$ cat src/upc_pkg.sv
// Constants, register map and mode encoding for the up/down pulse counter
package upc_pkg;

    localparam int UPC_CNT_W = 16;
    localparam int UPC_ADDR_W = 4;
    localparam int UPC_EVT_W = 3;

    typedef logic [UPC_CNT_W-1:0] upc_cnt_t;
    typedef logic [UPC_ADDR_W-1:0] upc_addr_t;
    typedef logic [UPC_EVT_W-1:0] upc_evt_t;

    typedef enum logic [1:0] {
        SINGLE_PULSE_MODE = 2'b00,
        QUADRATURE_SINGLE_RATE = 2'b01,
        QUADRATURE_DOUBLE_RATE = 2'b10,
        MODE_IDLE = 2'b11
    } upc_mode_t;

    localparam upc_cnt_t UPC_CNT_MAX = 16'hffff;
    localparam upc_cnt_t UPC_CNT_ZERO = 16'h0000;
    localparam upc_cnt_t UPC_CNT_ONE = 16'h0001;

    // Register indices
    localparam upc_addr_t UPC_REG_CTRL = 4'h0;
    localparam upc_addr_t UPC_REG_PRESET = 4'h1;
    localparam upc_addr_t UPC_REG_COUNT = 4'h2;
    localparam upc_addr_t UPC_REG_STATUS = 4'h3;
    localparam upc_addr_t UPC_REG_MASK = 4'h4;
    localparam upc_addr_t UPC_REG_CMD = 4'h5;
    localparam upc_addr_t UPC_REG_STATE = 4'h6;

    // Control bits
    localparam int UPC_CTRL_DIR_UP = 0;
    localparam int UPC_CTRL_GATE_EN = 1;
    localparam int UPC_CTRL_RESET_EN = 2;
    localparam int UPC_CTRL_W = 3;
    localparam logic [UPC_CTRL_W-1:0] UPC_CTRL_RST_VAL = 3'h1;

    // Command bits
    localparam int UPC_CMD_SET_FLAG = 0;
    localparam int UPC_CMD_OUT_ON = 1;
    localparam int UPC_CMD_OUT_OFF = 2;

    // Event bits
    localparam int UPC_EVT_TERM = 0;
    localparam int UPC_EVT_WRAP_UP = 1;
    localparam int UPC_EVT_WRAP_DN = 2;

    // State register bits
    localparam int UPC_ST_FLAG = 0;
    localparam int UPC_ST_OUT = 1;
    localparam int UPC_ST_MODE_LO = 2;
    localparam int UPC_ST_MODE_HI = 3;

endpackage : upc_pkg

$ cat src/upc_step_if.sv
// Step and direction signals between the input decoder and the counter core
`timescale 1ns/1ps
interface upc_step_if;
    import upc_pkg::*;
    upc_mode_t mode;
    logic gate_en;
    logic dir_up;
    logic step;
    logic up;
    modport decoder (input mode, input gate_en, input dir_up, output step, output up);
    modport core (output mode, output gate_en, output dir_up, input step, input up);
endinterface : upc_step_if

$ cat src/upc_irq.sv
// Sticky event status with mask and level interrupt
`timescale 1ns/1ps
module upc_irq #(
    parameter int EVT_W = 3
) (
    input wire logic clk, // Clock
    input wire logic rst_b, // Synchronous reset, active low
    input wire logic [EVT_W-1:0] evt, // Event pulses
    input wire logic clr_we, // Write one to clear strobe
    input wire logic [EVT_W-1:0] clr_data, // Bits to clear
    input wire logic mask_we, // Mask write strobe
    input wire logic [EVT_W-1:0] mask_data, // New mask
    output logic [EVT_W-1:0] status, // Sticky status
    output logic [EVT_W-1:0] mask, // Mask register
    output logic irq // Level interrupt
);
    logic [EVT_W-1:0] status_reg;
    logic [EVT_W-1:0] mask_reg;
    // A new event beats a clear in the same cycle
    wire [EVT_W-1:0] status_next = (status_reg & ~(clr_we ? clr_data : '0)) | evt;

    always_ff @(posedge clk) begin
        if (!rst_b) begin
            status_reg <= '0;
            mask_reg <= '0;
        end else begin
            status_reg <= status_next;
            mask_reg <= mask_we ? mask_data : mask_reg;
        end
    end

    assign status = status_reg;
    assign mask = mask_reg;
    assign irq = |(status_reg & mask_reg);
endmodule : upc_irq

$ cat src/upc_step.sv
// Edge detection and direction decoding of inputs A and B
`timescale 1ns/1ps
module upc_step (
    input wire logic clk, // Clock
    input wire logic rst_b, // Synchronous reset, active low
    input wire logic in_a, // Count input A
    input wire logic in_b, // Gate or second phase input B
    upc_step_if.decoder sif // Step request to the core
);
    import upc_pkg::*;

    logic a_prev_reg;
    wire a_rise = in_a & ~a_prev_reg;
    wire a_fall = ~in_a & a_prev_reg;
    wire single_step = a_rise & (~sif.gate_en | in_b);
    wire double_up = a_rise ? ~in_b : in_b;

    always_ff @(posedge clk) begin
        if (!rst_b) begin
            a_prev_reg <= 1'b0;
        end else begin
            a_prev_reg <= in_a;
        end
    end

    // Phase relation of A and B gives the direction in the encoder modes
    assign sif.step = (sif.mode == SINGLE_PULSE_MODE) ? single_step :
                      (sif.mode == QUADRATURE_SINGLE_RATE) ? a_rise :
                      (sif.mode == QUADRATURE_DOUBLE_RATE) ? (a_rise | a_fall) : 1'b0;
    assign sif.up = (sif.mode == SINGLE_PULSE_MODE) ? sif.dir_up :
                    (sif.mode == QUADRATURE_SINGLE_RATE) ? ~in_b : double_up;
endmodule : upc_step

$ cat src/upc_top.sv
// Sixteen bit up/down pulse counter with terminal flag, controlled output and register port
//
// The implementer's own choices: the register addresses and the address-and-strobe port.
`timescale 1ns/1ps
// Overview of operation
// - One sixteen bit counter spans zero to 65,535; software extends range.
// - Gated mode counts A pulses only while B is active.
// - Encoder modes count up or down from the A to B phase relation.
// - Presetting the counter or a set command raises the terminal flag.
// - Counting up, the flag drops when the count reaches 65,535.
// - Counting down, the flag drops when the count reaches zero.
// - The terminal flag has no pin; it is read in bit 0 of the state register.
// - With clearing armed, the flag dropping drives the output low at once.
module upc_top (
    input wire logic MCLK, // 40 MHz clock
    input wire logic RST_B, // Synchronous reset, active low
    input wire upc_pkg::upc_addr_t ADDR, // Register index
    input wire upc_pkg::upc_cnt_t WDATA, // Write data
    input wire logic WR_STB, // Write strobe
    input wire logic RD_STB, // Read strobe
    output upc_pkg::upc_cnt_t RDATA, // Read data, one cycle after the strobe
    input wire logic IN_A, // Count input A
    input wire logic IN_B, // Gate or phase input B
    input wire logic [1:0] MODE, // Count mode jumper
    output logic COUNT_CONTROLLED_OUTPUT, // Counter controlled output
    output logic IRQ // Level interrupt
);
    import upc_pkg::*;

    upc_step_if sif ();

    upc_cnt_t count_reg;
    upc_cnt_t count_next;
    upc_cnt_t rdata_reg;
    upc_cnt_t rdata_next;
    upc_mode_t mode_reg;
    logic [UPC_CTRL_W-1:0] ctrl_reg;
    logic flag_reg;
    logic flag_next;
    logic out_reg;
    logic out_next;
    upc_evt_t evt;
    upc_evt_t status;
    upc_evt_t mask;

    function automatic logic hit(input upc_addr_t a, input upc_addr_t idx, input logic stb);
        hit = stb && (a == idx);
    endfunction : hit

    // Bus decode
    wire wr_ctrl = hit(ADDR, UPC_REG_CTRL, WR_STB);
    wire wr_preset = hit(ADDR, UPC_REG_PRESET, WR_STB);
    wire wr_status = hit(ADDR, UPC_REG_STATUS, WR_STB);
    wire wr_mask = hit(ADDR, UPC_REG_MASK, WR_STB);
    wire wr_cmd = hit(ADDR, UPC_REG_CMD, WR_STB);
    wire cmd_set_flag = wr_cmd & WDATA[UPC_CMD_SET_FLAG];
    wire cmd_out_on = wr_cmd & WDATA[UPC_CMD_OUT_ON];
    wire cmd_out_off = wr_cmd & WDATA[UPC_CMD_OUT_OFF];

    wire dir_up = ctrl_reg[UPC_CTRL_DIR_UP];
    wire gate_en = ctrl_reg[UPC_CTRL_GATE_EN];
    // Host must arm this before the last terminal count (65,535 counting up, zero counting down) it cares about
    wire reset_en = ctrl_reg[UPC_CTRL_RESET_EN];

    assign sif.mode = mode_reg;
    assign sif.gate_en = gate_en;
    assign sif.dir_up = dir_up;

    upc_step u_step (
        .clk(MCLK),
        .rst_b(RST_B),
        .in_a(IN_A),
        .in_b(IN_B),
        .sif(sif)
    );

    // A preset in the same cycle as a pulse wins; that pulse is dropped
    wire do_step = sif.step & ~wr_preset;
    wire step_up = do_step & sif.up;
    wire step_dn = do_step & ~sif.up;
    wire [UPC_CNT_W-1:0] count_inc = count_reg + UPC_CNT_ONE;
    wire [UPC_CNT_W-1:0] count_dec = count_reg - UPC_CNT_ONE;
    wire term_up = step_up & (count_inc == UPC_CNT_MAX);
    wire term_dn = step_dn & (count_dec == UPC_CNT_ZERO);
    wire term_hit = term_up | term_dn;
    wire wrap_up = step_up & (count_reg == UPC_CNT_MAX);
    wire wrap_dn = step_dn & (count_reg == UPC_CNT_ZERO);

    assign count_next = wr_preset ? WDATA :
                        step_up ? count_inc :
                        step_dn ? count_dec : count_reg;

    // Software set beats a terminal hit landing in the same cycle
    assign flag_next = (wr_preset | cmd_set_flag) ? 1'b1 :
                       term_hit ? 1'b0 : flag_reg;

    // Clearing beats a software set, so an armed output never stays high past the terminal
    assign out_next = (term_hit & reset_en) ? 1'b0 :
                      cmd_out_on ? 1'b1 :
                      cmd_out_off ? 1'b0 : out_reg;

    assign evt[UPC_EVT_TERM] = term_hit;
    assign evt[UPC_EVT_WRAP_UP] = wrap_up;
    assign evt[UPC_EVT_WRAP_DN] = wrap_dn;

    upc_irq #(
        .EVT_W(UPC_EVT_W)
    ) u_irq (
        .clk(MCLK),
        .rst_b(RST_B),
        .evt(evt),
        .clr_we(wr_status),
        .clr_data(WDATA[UPC_EVT_W-1:0]),
        .mask_we(wr_mask),
        .mask_data(WDATA[UPC_EVT_W-1:0]),
        .status(status),
        .mask(mask),
        .irq(IRQ)
    );

    // Read mux; unmapped indices and idle cycles read zero
    wire [UPC_CNT_W-1:0] state_word = {{(UPC_CNT_W-4){1'b0}}, mode_reg, out_reg, flag_reg};
    wire [UPC_CNT_W-1:0] ctrl_word = {{(UPC_CNT_W-UPC_CTRL_W){1'b0}}, ctrl_reg};
    wire [UPC_CNT_W-1:0] status_word = {{(UPC_CNT_W-UPC_EVT_W){1'b0}}, status};
    wire [UPC_CNT_W-1:0] mask_word = {{(UPC_CNT_W-UPC_EVT_W){1'b0}}, mask};
    wire [UPC_CNT_W-1:0] read_word = (ADDR == UPC_REG_CTRL) ? ctrl_word :
                                     (ADDR == UPC_REG_COUNT) ? count_reg :
                                     (ADDR == UPC_REG_STATUS) ? status_word :
                                     (ADDR == UPC_REG_MASK) ? mask_word :
                                     (ADDR == UPC_REG_STATE) ? state_word : UPC_CNT_ZERO;
    assign rdata_next = RD_STB ? read_word : UPC_CNT_ZERO;

    always_ff @(posedge MCLK) begin
        if (!RST_B) begin
            mode_reg <= MODE_IDLE;
        end else begin
            case (MODE)
                2'b00: mode_reg <= SINGLE_PULSE_MODE;
                2'b01: mode_reg <= QUADRATURE_SINGLE_RATE;
                2'b10: mode_reg <= QUADRATURE_DOUBLE_RATE;
                default: mode_reg <= MODE_IDLE;
            endcase
        end
    end

    always_ff @(posedge MCLK) begin
        if (!RST_B) begin
            count_reg <= UPC_CNT_ZERO;
        end else begin
            count_reg <= count_next;
        end
    end

    always_ff @(posedge MCLK) begin
        if (!RST_B) begin
            flag_reg <= 1'b0;
        end else begin
            flag_reg <= flag_next;
        end
    end

    always_ff @(posedge MCLK) begin
        if (!RST_B) begin
            out_reg <= 1'b0;
        end else begin
            out_reg <= out_next;
        end
    end

    always_ff @(posedge MCLK) begin
        if (!RST_B) begin
            ctrl_reg <= UPC_CTRL_RST_VAL;
        end else begin
            ctrl_reg <= wr_ctrl ? WDATA[UPC_CTRL_W-1:0] : ctrl_reg;
        end
    end

    always_ff @(posedge MCLK) begin
        if (!RST_B) begin
            rdata_reg <= UPC_CNT_ZERO;
        end else begin
            rdata_reg <= rdata_next;
        end
    end

    // The terminal flag itself never reaches a pin
    assign COUNT_CONTROLLED_OUTPUT = out_reg;
    assign RDATA = rdata_reg;
endmodule : upc_top
$ cat config.mk
export PLATFORM = sky130hd
export DESIGN_NAME = upc_top
export DESIGN_NICKNAME = d
export VERILOG_FILES = /design/src/upc_pkg.sv /design/src/upc_step_if.sv /design/src/upc_irq.sv /design/src/upc_step.sv /design/src/upc_top.sv
export SDC_FILE = /design/constraint.sdc
export NUM_CORES = 1
export LEC_CHECK = 0
export BUFFER_PORTS_ARGS = -buffer_cell sky130_fd_sc_hd__buf_2
export CORE_MARGIN = 3
export CORE_UTILIZATION = 62
export CTS_CLUSTER_SIZE = 16
export DETAILED_ROUTE_END_ITERATION = 10
export GPL_TIMING_DRIVEN = 1
export HOLD_SLACK_MARGIN = 0.1
export PLACE_DENSITY = 0.92
export SYNTH_ARGS = -nofsm -noshare
export SYNTH_HDL_FRONTEND = slang
export SYNTH_SLANG_ARGS = --single-unit
$ cat constraint.sdc
create_clock -name MCLK -period 7.2 [get_ports MCLK]
set_input_delay 0 -clock MCLK [delete_from_list [all_inputs] [get_ports MCLK]]
set_output_delay 0 -clock MCLK [all_outputs]
set_load 0.02 [all_outputs]
==> impl_results.md, run 1 <==
- Run status: complete, no violations
- Setup violators final: 0
- Post-Synthesis Cell Area: ~3000 sq um
- Syn Inst Count: 397
- Slew Limit Headroom: 0.255
- XOR/XNOR Fraction of Synth Area: 0.0408
- DP HPWL: between 5000 and 6000 um
- Slowest stage delay, CP: 630 ps
- Worst-margin pin slew: between 1000 and 1500 ps
- TritonCTS clock tree: yes
- Worst ir drop on vdd: roughly 0.12 mV
- H-Tree Depth: 2
- Layout Nets: 480
- CTS Buf Count: 5
- Leak pwr: 1.38 nW
- Pin count of the biggest net entering global routing: 27
- Setup TNS: 0 ps
- Most frequent cells in the layout: dfxtp_1 (46), buf_2 (45), nand2_1 (38), nor2_1 (32), a21oi_1 (30)
- Max Fclk: 340 MHz
- # IOs: 46
- Clk sinks: 46
- GP Congestion: 0.957
- Register area share after synthesis: 0.306
- CTS root buffer: clkbuf_8
- Compound-Gate Fraction of Synth Area: 0.221
- Number of global-route vias before repair: 2941
- Vias per inst: 6.86
- Number of inserted diodes: 0
- DIE HEIGHT: approximately 76 um
- Synth Flop Type: dfxtp_1
- Period utilisation layout: 0.409
- Yosys cell types: 60
- Yosys top cell by area: dfxtp_1
- WL/cell: between 15 and 20 um
- Post-synth EDFFs: 0
- Synth Area in Simple Gates: 0.325
- Synth-to-layout area growth: 18.7%
- Final Instance Area: 3570 sq um
- Worst EP required: 7370 ps
- Syn Nets: 430
- Worst-path clk slew: approximately 100 ps
- Avg Cell Area, Syn: between 7 and 8 sq um
- Core Util, Final: 0.792
- Remaining global-route overflow: 0
- Initial Util: 0.668
- Type of the worst setup path: reg2reg
- CP Launch Point: count_reg[0]
- Combinational family with the most area after synthesis: simple AND/OR/NAND/NOR gates
- Worst skew pair latency: roughly 310 ps
- Hold Path Origin: ADDR[0]
- Total GRT Usage: 0.327
- Fin. Hold Viols: 0
- Top cells by area, synth: dfxtp_1 (31%), a21oi_1 (5.0%), nand2_1 (4.7%), nor2_1 (4.0%), and2_1 (3.3%)
- DRC viols: 0
- Port Buffer Count: 45
- Layout cells sized above 1: 0.150
- Synth async-reset ratio: 0
- Cells along the critical path: inv_1, ha_1, or4b_1, nor4_1, xnor2_1, nand4_1, o32ai_1, a211oi_1
- Area after DPL: between 3000 and 4000 sq um
- Clock Path Buffers: 2
- Vias: around 3400
- Final critical-path required period: roughly 2900 ps
- Post-Route WL: about 9000 um
- FILL cells: 330
- Synth Warn #: 0
- Hold Crit Class: in2reg
- PD cells: approximately 180 nW/um^2
- Crit-path max FO: 14
- Crit path DAT: 3120 ps
- CP max-delay cell: or4b_1
- Die Area: about 5700 sq um
- Cell Count, Final, Fillers Out: 500
- Startpoint types: flip-flop
- Detail Route Antenna Nets: 0
- Final-report max-slew violation count: 0
- Mux contribution to synthesized area: 0.0316
- Worst R2R Start: count_reg[0]
- FP Rows: 24
- First-pass GRT wire length: between 10000 and 15000 um
- CP endpoint kind: flip-flop
- Die Width: roughly 76 um
- Max Cap Viol: 0
- Yosys reg bits: 46
- RSZ-0062 raised after global routing: no
- Initial antenna violation count: 0
- Post-Place Cells: between 400 and 500
- Total core area: 4500 sq um
- DR pass1 iterations: 5
- Clk_skew: 11.2 ps
- Post-synthesis adder-cell area fraction: 0.0208
- Post-synth top area share: 0.306
- Commonest non-fill, non-tap cell in the layout: dfxtp_1
- Initial drt markers: 441
[worst paths after layout]
check,to,slack (ps),depth (start not counted)
max reg2reg,COUNT_CONTROLLED_OUTPUT,4260,8
min,RDATA[3],110,3
min reg2reg,flag_reg,500,2
max,COUNT_CONTROLLED_OUTPUT,4260,8
[critical path: cells and delay by family (launching register included)]
kind / cells / cell delay [ps]
xor gates and xnor gates: 1 / 220
AOI/OAI and AO/OA: 2 / 450
DFF: 1 / 460
and+or+nand+nor: 3 / 1130
adders and majority gates: 1 / 370
buffers and inverters: 1 / 180
[final cells by class]
type                       count  area [sq um]  area share
inverter                       8          30.0     0.00842
clock buffer                   5          68.8      0.0193
multi-input combinational    310          1920       0.539
clock inverter                 3          28.8     0.00806
tap                           52          65.1      0.0182
sequential                    46           921       0.258
timing repair buffer          76           531       0.149
[power by group]
part           leakage [nW]  internal [mW]  switching (mW)  total, mW
registers             0.373          0.265          0.0307      0.295
clock network        0.0506         0.0727           0.101      0.174
logic                 0.954         0.0813           0.100      0.181
total                  1.38          0.419           0.231      0.650
[cells by family (layout without fill, tap and decap cells)]
kind of cell    count (synthesis)  in the layout
flops                          46             46
buf+inv                        41             92
simple gates                  182            182
compound gates                100            100
mux                             9              9
fa+ha+maj                       5              5
xor+xnor                       14             14
[metrics by stage]
stage	hold slack (ps)	power (mW)	setup WS, ps
floorplan	73.0	0.420	4590
global placement	181	0.455	4430
detailed placement	190	0.459	4330
CTS	102	0.640	4320
global route	136	0.679	4060
finish	109	0.650	4260
[synthesized netlist by cell type (all sizes together) (3+ instances only)]
cell     n
dfxtp   46
nand2   38
nor2    32
a21oi   30
clkbuf  25
o21ai   18
nand3   17
and2    16
nor3    15
nand4   11
xnor2   11
nor4    10
a211oi   8
buf      8
inv      8
mux2i    8
nor3b    6
or4      6
ha       5
nor2b    5
a22oi    4
and3     4
nand2b   4
o22ai    4
or2      4
or3      4
a211o    3
a21boi   3
a31oi    3
o32ai    3
xor2     3
[per-layer routing]
| layer | GRT usage | wire, um | vias up |
|---|---|---|---|
| met5 | 0 | 0 | - |
| met4 | 0.128 | 291 | 0 |
| met3 | 0.0699 | 1270 | 42 |
| met2 | 0.493 | 3920 | 321 |
| met1 | 0.456 | 3450 | 1511 |
| li1 | - | - | 1557 |
[timing repair]
action | 4_1_cts | 5_1_grt
endpoints found under the hold margin | 33 | 0
hold buffers | 29 | 0
gates resized for setup | 0 | 0
setup buffers | 0 | 0
Power figures use the tool's default switching activity.
==> inputs of run 2 (changes only) <==
--- a/config.mk
+++ b/config.mk
@@ -7,12 +7,12 @@
 export LEC_CHECK = 0
 export BUFFER_PORTS_ARGS = -buffer_cell sky130_fd_sc_hd__buf_2
 export CORE_MARGIN = 3
-export CORE_UTILIZATION = 62
+export CORE_UTILIZATION = 57
 export CTS_CLUSTER_SIZE = 16
 export DETAILED_ROUTE_END_ITERATION = 10
 export GPL_TIMING_DRIVEN = 1
 export HOLD_SLACK_MARGIN = 0.1
-export PLACE_DENSITY = 0.92
+export PLACE_DENSITY = 0.86
 export SYNTH_ARGS = -nofsm -noshare
 export SYNTH_HDL_FRONTEND = slang
 export SYNTH_SLANG_ARGS = --single-unit
==> constraint.sdc (replaced) <==
create_clock -name MCLK -period 2.95 [get_ports MCLK]
set_input_delay 0 -clock MCLK [delete_from_list [all_inputs] [get_ports MCLK]]
set_output_delay 0 -clock MCLK [all_outputs]
set_load 0.02 [all_outputs]
==> impl_results.md, run 2 (synthesis gave the netlist of run 1 again) <==
- Run status: complete, no violations (unchanged)
- Total core area: 4910 sq um (was 4500 sq um)
- GP Congestion: 0.992 (was 0.957)
- Setup TNS: 0 ps (unchanged)
- Commonest non-fill, non-tap cell in the layout: dfxtp_1 (unchanged)
- Setup violators final: 0 (unchanged)
- Crit path max-delay family: compound AO/OA/AOI/OAI gates (was simple AND/OR/NAND/NOR gates)
- Pin count of the biggest net entering global routing: 22 (was 27)
- Port Buffer Count: 45 (unchanged)
- Worst ir drop on vdd: 0.291 mV (was 0.119 mV)
- Type of the worst setup path: reg2reg (unchanged)
- # IOs: 46 (unchanged)
- Slowest stage delay, CP: 490 ps (was 630 ps)
- Register-to-register path setup slack: 350 ps (was 4260 ps)
- Clk_skew: 9.81 ps (was 11.2 ps)
- PD cells: 440 nW/um^2 (was 182 nW/um^2)
- WL/cell: 19.3 um (was 17.8 um)
- Max Fclk: 384 MHz (was 340 MHz)
- Worst skew pair latency: 310 ps (about the same)
- Crit path depth: 9 (was 8)
- Total GRT Usage: 0.350 (was 0.327)
- Vias: 3445 (was 3431)
- Initial drt markers: 550 (was 441)
- Worst EP required: 3100 ps (was 7370 ps)
- Final-report max-slew violation count: 0 (unchanged)
- Slew Limit Headroom: 0.444 (was 0.255)
- Worst-margin pin slew: 834 ps (was 1110 ps)
- Fin. Hold Viols: 0 (unchanged)
- Detail Route Antenna Nets: 0 (unchanged)
- R2r worst-path depth: 9 (was 8)
- Cell Count, Final, Fillers Out: 534 (was 500)
- Vias per inst: 6.45 (was 6.86)
- Worst-path clk slew: 100 ps (about the same)
- Initial antenna violation count: 0 (unchanged)
- DIE HEIGHT: 78.6 um (was 75.6 um)
- Layout Nets: 499 (was 480)
- FP Rows: 25 (was 24)
- First-pass GRT wire length: 16800 um (was 14400 um)
- TritonCTS clock tree: yes (unchanged)
- H-Tree Depth: 2 (unchanged)
- Max Cap Viol: 0 (unchanged)
- Worst Hold Depth: 6 (was 3)
- Initial Util: 0.612 (was 0.668)
- DR pass1 iterations: 6 (was 5)
- Post-Place Cells: 499 (was 463)
- Final critical-path required period: 2600 ps (was 2940 ps)
- Startpoint types: flip-flop (unchanged)
- Most frequent cells in the layout: dfxtp_1 (46), buf_2 (45), nand2_1 (38), nor2_1 (32), a21oi_1 (30) (unchanged)
- Die Area: 6180 sq um (was 5720 sq um)
- Layout cells sized above 1: 0.188 (was 0.150)
- Buf/Inv on CP: 2 (was 1)
- Hold Crit Class: in2reg (unchanged)
- Leak pwr: 1.48 nW (was 1.38 nW)
- Number of global-route vias before repair: 3266 (was 2941)
- DP HPWL: 7050 um (was 5830 um)
- Period utilisation layout: 0.883 (was 0.409)
- RSZ-0062 raised after global routing: no (unchanged)
- Crit path DAT: 2760 ps (was 3120 ps)
- Crit-path max FO: 7 (was 14)
- Post-Route WL: 10300 um (was 8920 um)
- Remaining global-route overflow: 0 (unchanged)
- Number of inserted diodes: 0 (unchanged)
- Die Width: 78.6 um (was 75.6 um)
- Post-CTS Setup Bufs: 0 (unchanged)
- CP endpoint kind: flip-flop (unchanged)
- CTS root buffer: clkbuf_8 (unchanged)
- Clock Path Buffers: 2 (unchanged)
- CTS Buf Count: 5 (unchanged)
- DRC viols: 0 (unchanged)
- Synth-to-layout area growth: 23.8% (was 18.7%)
- PnR Total Power: 1.64 mW (was 0.650 mW)
- Clk sinks: 46 (unchanged)
- Cells along the critical path: inv_1, ha_1, or4b_1, buf_4, xnor2_1, nor3_1, o22ai_1, o32ai_1, a211oi_1 (was inv_1, ha_1, or4b_1, nor4_1, xnor2_1, nand4_1, o32ai_1, a211oi_1)
- CP max-delay cell: or4b_1 (unchanged)
[run 2: changes by cell type in the layout (fill, tap and decap cells not counted), sizes merged]
cell	change
buf	+21
dlygate4sd3	-2
inv	-2
clkbuf	+1
clkinvlp	+1
[run 2: timing repair]
item                                   4_1_cts  5_1_grt
hold buffers                                27        0
endpoints found under the hold margin       32        0
gates resized for setup                      0        0
[run 2: power breakdown]
group | switching [mW] | internal, mW | leakage, nW | total [mW]
Combinational | 0.298 | 0.228 | 1.06 | 0.526
Clock | 0.232 | 0.189 | 0.0472 | 0.421
Sequential | 0.0446 | 0.646 | 0.373 | 0.691
[run 2: final cells by class]
type,count,area [sq um]
multi-input combinational,310,1920
inverter,8,30.0
timing repair buffer,95,668
tap,67,83.8
sequential,46,921
fill,393,1190
clock inverter,2,12.5
clock buffer,6,82.6
[run 2: path summary, 6_finish.rpt]
path / end / startpoint
worst min register to register: flag_reg / flag_reg
worst max register to register: COUNT_CONTROLLED_OUTPUT / count_reg[1]
worst max-delay path: COUNT_CONTROLLED_OUTPUT / count_reg[1]
worst min-delay path: u_irq.status[2] / WR_STB
[run 2: routing by layer]
layer	global-route usage	vias up	wire length, um
met5	0	-	0
met4	0.138	0	380
met3	0.0963	40	1270
met2	0.537	260	4660
met1	0.462	1551	3980
li1	-	1594	-
[run 2: metrics by stage]
stage | setup slack, ps | hold slack (ps) | instance area (sq um) | utilization
2_1_floorplan | 343 | 73.0 | 3010 | -
3_3_place_gp | 527 | 183 | 3360 | 0.684
3_5_place_dp | 438 | 188 | 3360 | 0.684
4_1_cts | 389 | 196 | 3720 | 0.758
5_1_grt | 162 | 268 | 3720 | 0.758
6_report | 345 | 212 | 3720 | 0.758
[run 2: worst register-to-register path: stages (launching register included)]
cell and delay (ps):
dfxtp_1 330, inv_1 110, ha_1 310, or4b_1 500, buf_4 190, xnor2_1 120
nor3_1 180, o22ai_1 140, o32ai_1 430, a211oi_1 150
